`config.mk`:
```
export PLATFORM = sky130hd
export DESIGN_NAME = gxe_port
export DESIGN_NICKNAME = d
export VERILOG_FILES = /design/src/gxe_pkg.sv /design/src/gxe_edge_if.sv /design/src/gxe_port.sv /design/src/gxe_edge_det.sv /design/src/gxe_pin_sync.sv
export SDC_FILE = /design/constraint.sdc
export NUM_CORES = 1
export LEC_CHECK = 0
export BUFFER_PORTS_ARGS = -buffer_cell sky130_fd_sc_hd__buf_2
export CAP_MARGIN = 20
export CORE_MARGIN = 3
export CORE_UTILIZATION = 35
export CTS_BUF_LIST = sky130_fd_sc_hd__clkbuf_8
export CTS_CLUSTER_SIZE = 30
export DETAILED_ROUTE_END_ITERATION = 16
export GPL_TIMING_DRIVEN = 1
export PLACE_DENSITY = 0.52
export SYNTH_ARGS = -nofsm -noshare
export SYNTH_HDL_FRONTEND = slang
export SYNTH_SLANG_ARGS = --single-unit
```
`constraint.sdc`:
```
create_clock -name core_clk -period 2.25 [get_ports core_clk]
set_input_delay 0.1125 -clock core_clk [delete_from_list [all_inputs] [get_ports core_clk]]
set_output_delay 0.1125 -clock core_clk [all_outputs]
set_load 0.05 [all_outputs]
```
`src/gxe_pkg.sv`:
```
package gxe_pkg;
    // Internal register addresses
    localparam logic [7:0] GXE_ADDR_MODE_LOW = 8'h00;
    localparam logic [7:0] GXE_ADDR_LEVEL = 8'h01;
    localparam logic [7:0] GXE_ADDR_MODE_HIGH = 8'h07;
    localparam logic [7:0] GXE_ADDR_EDGE_CTRL = 8'h08;
    // Reset values
    localparam logic [7:0] GXE_RST_MODE_LOW = 8'h00;
    localparam logic [7:0] GXE_RST_MODE_HIGH = 8'h00;
    localparam logic [7:0] GXE_RST_LEVEL = 8'h00;
    localparam logic [7:0] GXE_RST_EDGE_CTRL = 8'h00;
    // Edge control field positions
    localparam int GXE_BIT_FLAG = 7;
    localparam int GXE_BIT_ENABLE = 6;
    localparam int GXE_BIT_POLARITY = 5;
    localparam int GXE_PIN_COUNT = 8;
    localparam int GXE_MODE_W = 2;

    typedef enum logic [1:0] {
        GXE_MODE_OPEN_DRAIN = 2'b00,
        GXE_MODE_INPUT = 2'b01,
        GXE_MODE_PUSH_PULL = 2'b10,
        GXE_MODE_RESERVED = 2'b11
    } gxe_mode_t;
endpackage

```
`src/gxe_edge_if.sv`:
```
`timescale 1ns/1ps
`default_nettype none
// Edge detector link: control to detector, event back
interface gxe_edge_if;
    logic enable;
    logic polarity;
    logic edge_event;
    modport ctrl (output enable, output polarity, input edge_event);
    modport det (input enable, input polarity, output edge_event);
endinterface
`default_nettype wire

```
`src/gxe_port.sv`:
```
`timescale 1ns/1ps
`default_nettype none
module gxe_port (
    input wire logic core_clk,
    input wire logic sys_rst,
    input wire logic reg_wr,
    input wire logic reg_rd,
    input wire logic [7:0] reg_addr,
    input wire logic [7:0] reg_wdata,
    output logic [7:0] reg_rdata,
    input wire logic [7:0] port_pin_in,
    output logic [7:0] port_pin_out,
    output logic [7:0] port_pin_oe,
    input wire logic edge_irq_pin,
    output logic host_irq_n
);
    import gxe_pkg::*;

    logic [7:0] port_mode_low;
    logic [7:0] port_mode_high;
    logic [7:0] port_level;
    logic edge_irq_flag;
    logic edge_irq_enable;
    logic edge_polarity_sel;
    logic [7:0] next_mode_low;
    logic [7:0] next_mode_high;
    logic [7:0] next_level;
    logic next_flag;
    logic next_enable;
    logic next_polarity;
    logic [7:0] next_rdata;
    logic [7:0] next_pin_out;
    logic [7:0] next_pin_oe;
    logic next_irq_n;
    logic [7:0] pin_sync;
    logic [15:0] mode_all;

    gxe_edge_if edge_link ();

    gxe_pin_sync u_pin_sync (
        .core_clk(core_clk),
        .sys_rst(sys_rst),
        .pin_raw(port_pin_in),
        .pin_sync(pin_sync)
    );

    gxe_edge_det u_edge_det (
        .core_clk(core_clk),
        .sys_rst(sys_rst),
        .edge_irq_pin(edge_irq_pin),
        .edge_link(edge_link)
    );

    assign edge_link.enable = edge_irq_enable;
    assign edge_link.polarity = edge_polarity_sel;
    assign mode_all = {port_mode_high, port_mode_low};

    // Per-pin drive: returns {oe, out}
    function automatic logic [1:0] pin_drive(input logic [1:0] mode, input logic level);
        logic [1:0] res;
        res = 2'b00;
        case (mode)
            GXE_MODE_OPEN_DRAIN: res = {!level, 1'b0};
            GXE_MODE_PUSH_PULL: res = {1'b1, level};
            default: res = 2'b00;
        endcase
        return res;
    endfunction

    ////////////////////////////////////////////////////////////////////
    // Register file
    always_comb begin
        next_mode_low = port_mode_low;
        next_mode_high = port_mode_high;
        next_level = port_level;
        next_enable = edge_irq_enable;
        next_polarity = edge_polarity_sel;
        next_flag = edge_irq_flag;
        next_rdata = reg_rdata;
        if (reg_wr) begin
            if (reg_addr == GXE_ADDR_MODE_LOW) begin
                next_mode_low = reg_wdata;
            end else if (reg_addr == GXE_ADDR_LEVEL) begin
                next_level = reg_wdata;
            end else if (reg_addr == GXE_ADDR_MODE_HIGH) begin
                next_mode_high = reg_wdata;
            end else if (reg_addr == GXE_ADDR_EDGE_CTRL) begin
                next_enable = reg_wdata[GXE_BIT_ENABLE];
                next_polarity = reg_wdata[GXE_BIT_POLARITY];
            end
        end
        if (reg_rd) begin
            if (reg_addr == GXE_ADDR_MODE_LOW) begin
                next_rdata = port_mode_low;
            end else if (reg_addr == GXE_ADDR_LEVEL) begin
                next_rdata = pin_sync;
            end else if (reg_addr == GXE_ADDR_MODE_HIGH) begin
                next_rdata = port_mode_high;
            end else if (reg_addr == GXE_ADDR_EDGE_CTRL) begin
                next_rdata = {edge_irq_flag, edge_irq_enable, edge_polarity_sel, 5'h00};
                next_flag = 1'b0;
            end else begin
                next_rdata = 8'h00;
            end
        end
        // A new edge wins over a clearing read so it is never lost
        if (edge_link.edge_event) begin
            next_flag = 1'b1;
        end
    end

    always_ff @(posedge core_clk or posedge sys_rst) begin
        if (sys_rst) begin
            port_mode_low <= GXE_RST_MODE_LOW;
            port_mode_high <= GXE_RST_MODE_HIGH;
            port_level <= GXE_RST_LEVEL;
            edge_irq_flag <= GXE_RST_EDGE_CTRL[GXE_BIT_FLAG];
            edge_irq_enable <= GXE_RST_EDGE_CTRL[GXE_BIT_ENABLE];
            edge_polarity_sel <= GXE_RST_EDGE_CTRL[GXE_BIT_POLARITY];
            reg_rdata <= 8'h00;
        end else begin
            port_mode_low <= next_mode_low;
            port_mode_high <= next_mode_high;
            port_level <= next_level;
            edge_irq_flag <= next_flag;
            edge_irq_enable <= next_enable;
            edge_polarity_sel <= next_polarity;
            reg_rdata <= next_rdata;
        end
    end

    ////////////////////////////////////////////////////////////////////
    // Pin drivers and interrupt line, registered
    always_comb begin
        logic [1:0] drv;
        drv = 2'b00;
        next_pin_out = 8'h00;
        next_pin_oe = 8'h00;
        for (int i = 0; i < GXE_PIN_COUNT; i++) begin
            drv = pin_drive(mode_all[i*GXE_MODE_W +: GXE_MODE_W], next_level[i]);
            next_pin_oe[i] = drv[1];
            next_pin_out[i] = drv[0];
        end
        next_irq_n = !next_flag;
    end

    always_ff @(posedge core_clk or posedge sys_rst) begin
        if (sys_rst) begin
            port_pin_out <= 8'h00;
            port_pin_oe <= 8'h00;
            host_irq_n <= 1'b1;
        end else begin
            port_pin_out <= next_pin_out;
            port_pin_oe <= next_pin_oe;
            host_irq_n <= next_irq_n;
        end
    end
endmodule
`default_nettype wire

```
`src/gxe_edge_det.sv`:
```
`timescale 1ns/1ps
`default_nettype none
module gxe_edge_det (
    input wire logic core_clk,
    input wire logic sys_rst,
    input wire logic edge_irq_pin,
    gxe_edge_if.det edge_link
);
    import gxe_pkg::*;

    logic sync1;
    logic sync2;
    logic prev;
    logic next_sync1;
    logic next_sync2;
    logic next_prev;
    logic next_event;
    logic edge_event;

    ////////////////////////////////////////////////////////////////////
    always_comb begin
        next_sync1 = edge_irq_pin;
        next_sync2 = sync1;
        next_prev = sync2;
        // Polarity 0 catches rising, 1 catches falling
        if (edge_link.polarity) begin
            next_event = edge_link.enable && prev && !sync2;
        end else begin
            next_event = edge_link.enable && !prev && sync2;
        end
    end

    // Two stages before the detector sees the pin
    always_ff @(posedge core_clk or posedge sys_rst) begin
        if (sys_rst) begin
            sync1 <= 1'b0;
            sync2 <= 1'b0;
            prev <= 1'b0;
            edge_event <= 1'b0;
        end else begin
            sync1 <= next_sync1;
            sync2 <= next_sync2;
            prev <= next_prev;
            edge_event <= next_event;
        end
    end

    assign edge_link.edge_event = edge_event;
endmodule
`default_nettype wire

```
`src/gxe_pin_sync.sv`:
```
`timescale 1ns/1ps
`default_nettype none
// Two flip-flop synchroniser for the port pin levels
module gxe_pin_sync (
    input wire logic core_clk,
    input wire logic sys_rst,
    input wire logic [7:0] pin_raw,
    output logic [7:0] pin_sync
);
    import gxe_pkg::*;

    logic [7:0] stage1;
    logic [7:0] stage2;
    logic [7:0] next_stage1;
    logic [7:0] next_stage2;

    always_comb begin
        next_stage1 = pin_raw;
        next_stage2 = stage1;
    end

    always_ff @(posedge core_clk or posedge sys_rst) begin
        if (sys_rst) begin
            stage1 <= 8'h00;
            stage2 <= 8'h00;
        end else begin
            stage1 <= next_stage1;
            stage2 <= next_stage2;
        end
    end

    assign pin_sync = stage2;
endmodule
`default_nettype wire

```
==> flow_metrics.tcl <==
set metrics [dict create \
    p_clk_share_pct 40.6 \
    cp_max_fo 13 \
    timing.final.ws_setup_ns 0.952 \
    gr-total-overflow 0 \
    grt_pass1_wl_microns 11700 \
    crit_arrival_ns 1.54 \
    finalCriticalPeriod_ns 1.30 \
    die_h_microns 101 \
    io_pins 54 \
    synthSimpleGateAreaFrac_pct 19.8 \
    endpoint_kind "flop" \
    antenna_left 0 \
    syn_inst 246 \
    fillers 778 \
    wl_met3_microns 346 \
    yosysUniqueCellTypes 40 \
    antenna_cells 0 \
    grt_max_degree 43 \
    clk_latency_ns 0.35 \
    drc 0 \
    maxCapViolCount 0 \
    port_buffers 53 \
    dp_hpwl_microns 4870 \
    ys_seq_area_share_pct 57.6 \
    top_layer "met4" \
    relSlewSlack_pct 60.6 \
    power_frac_seq_pct 48.4 \
    antenna_found_initial 0 \
    p_leak_uw 0.00181 \
    synth_edf_count 0 \
    intPower_uw 2180 \
    place_ws_ns 0.581 \
    fp.dieW_microns 101 \
    syn-cell-area_sq_mm 0.00313 \
    place_congestion 0.770 \
    cts_sinks 72 \
    synth_nets 275 \
    post_drt_via_cell_ratio 5.27 \
    htree_levels 3 \
    drtIter0Drc 113 \
    finalCritPeriodShare_pct 57.7 \
    area_delta_synth_final_pct 22.9 \
    tns_ns 0 \
    yosysWarningCount 0 \
    start_util_pct 37.0 \
    post_cts_buffers 0 \
    fmax_mhz 770 \
    ir_drop_mv 0.482 \
    synth_top_area_cell "dfrtp_1" \
    cts_root_buffer "clkbuf_8" \
    wl_met2_microns 3190 \
    required_ns 2.49 \
    cp_cell_sequence "buf_2, nor4_2, nand3_2, mux2_2" \
    dieArea_sq_mm 0.0101 \
    path_clk_slew_ns 0.08 \
    start_kind "input pin" \
    muxShareOfSynthArea_pct 12.2 \
    tightest_slew_ns 0.586 \
    synthArstFlopShare_pct 100 \
    finalNetCount 344 \
    crit_slowest_cell "nor4_2" \
    grt_util_all_layers_pct 15.1 \
    clockBufferDepth 2 \
    synth_compound_area_share_pct 8.08 \
    mostFrequentLayoutCells "71 x dfrtp_1, 53 x buf_2, 24 x mux2_2" \
    max_stage_delay_ns 0.57 \
    hold_viol 0 \
    setup_viol 0 \
    drt_first_pass_iters 4 \
    synth_top_area_share_pct 56.8 \
    min_path_type "in -> reg" \
    synthAdderAreaFrac_pct 0 \
    num_vias 2240 \
    power_frac_comb_pct 11.1 \
    layout_commonest_cell "dfrtp_1" \
    ys.flop_type "dfrtp_1" \
    power_density_mw_per_mm2 757 \
    wire_per_inst_microns 16.6 \
    grt_pass1_vias 2236 \
    core-area_sq_mm 0.00846 \
    status "complete, no violations" \
    synth_xor_area_share_pct 0 \
    synth_seq_cells 72 \
    synth_top_family_by_area "simple AND/OR/NAND/NOR gates" \
    cts_tree "built" \
    final_max_slew_viol_count 0 \
    sw_frac_of_total_pct 25.0 \
    synthTopCellsByArea "dfrtp_1 57%, mux2_2 8.6%, nand3b_1 4.1%, nand2b_1 3.2%, nor4_1 3.2%" \
    critical_path_class "in -> reg" \
    rsz0062_at_grt "no" \
    avgSynthCellArea_sq_um 12.7 \
    wl_microns 7060 \
    numCtsBuffers 9 \
    skew_ns 0.00924 \
    met1Wirelength_microns 3430 \
    drive_above_1_share_pct 33.1 \
    power.switching_uw 727 \
    rows 33 \
]
## cell families (layout without fill, tap and decap cells)
kind of cell           after synthesis  in the layout
buffers and inverters               16             90
AO/OA/AOI/OAI                       35             35
AND/OR/NAND/NOR                     89             89
multiplexers                        34             34
flip-flops                          72             72
## per-layer routing
| layer | track usage [%] | up-vias |
|---|---|---|
| li1 | - | 1056 |
| met2 | 22.1 | 58 |
| met1 | 21.0 | 1116 |
| met3 | 3.53 | 10 |
| met5 | 0 | - |
| met4 | 7.25 | 0 |
## worst max-delay path, delay by kind of cell
kind | cells | cell delay, ns
AND/OR/NAND/NOR | 2 | 0.88
multiplexers | 1 | 0.35
buffers and inverters | 1 | 0.19
## what timing repair did
item	4_1_cts	5_1_grt
resized for setup	0	0
setup endpoints to repair	0	0
hold endpoints to repair	80	0
hold buffers	10	0
## area by class of cell
| cell class | count | area [sq um] | share of cell area (%) |
|---|---|---|---|
| well taps | 105 | 131 | 3.42 |
| repair buffers | 68 | 403 | 10.5 |
| clock buffers | 12 | 165 | 4.30 |
| multi-input cells | 158 | 1250 | 32.6 |
| flip-flops and latches | 72 | 1800 | 46.9 |
| inverters | 6 | 22.5 | 0.586 |
| clock inverters | 4 | 67.6 | 1.76 |
## stage by stage
stage | utilization, % | hold slack (ns) | power [uW] | area (sq um) | cells
floorplan | - | 0.144 | 1630 | 3130 | 246
global placement | 41.5 | 0.220 | 1740 | 3510 | 399
detailed placement | 41.5 | 0.218 | 1740 | 3510 | 399
CTS | 45.4 | 0.0584 | 2950 | 3840 | 425
global route | 45.4 | 0.0677 | 3030 | 3840 | 425
finish | 45.4 | 0.0661 | 2910 | 3840 | 425
## Yosys cell counts (all sizes together), types with 3 or more instances
master / count
o31ai: 5
a41oi: 5
buf: 3
nand2b: 16
nor2b: 8
dfrtp: 71
nand2: 3
mux2i: 8
nand4: 3
o32ai: 3
nand3b: 17
nor4: 18
mux2: 26
a211oi: 4
nor2: 10
clkbuf: 7
nor4b: 4
a21oi: 9
a22oi: 5
inv: 6
## state kept, by name (all words and copies together), names as in the netlist, 8 cells and up
register                cells
reg_rdata                   8
port_mode_low               8
port_mode_high              8
u_pin_sync.pin_sync         8
port_level                  8
u_pin_sync.next_stage2      8
port_pin_out                8
port_pin_oe                 8
## power by group through the flow
stage	sequential (uW)	clock [uW]	combinational [uW]
floorplan	1510	0	126
global placement	1430	0	311
detailed placement	1430	0	312
CTS	1410	1210	327
global route	1420	1270	353
finish	1410	1180	322
## path summary, 6_finish.rpt
check,startpoint,to,slack (ns),depth (start not counted)
min in group asynchronous,sys_rst,u_pin_sync.next_stage2[1],0.38,4
max in group asynchronous,sys_rst,port_pin_out[7],1.44,4
worst max register to register,port_mode_high[7],reg_rdata[7],1.07,3
worst min-delay path,reg_wdata[2],port_pin_out[2],0.07,3
worst min register to register,u_pin_sync.next_stage2[6],u_pin_sync.pin_sync[6],0.35,0
worst max-delay path,reg_addr[2],port_mode_low[4],0.95,4
Power figures use the tool's default switching activity.
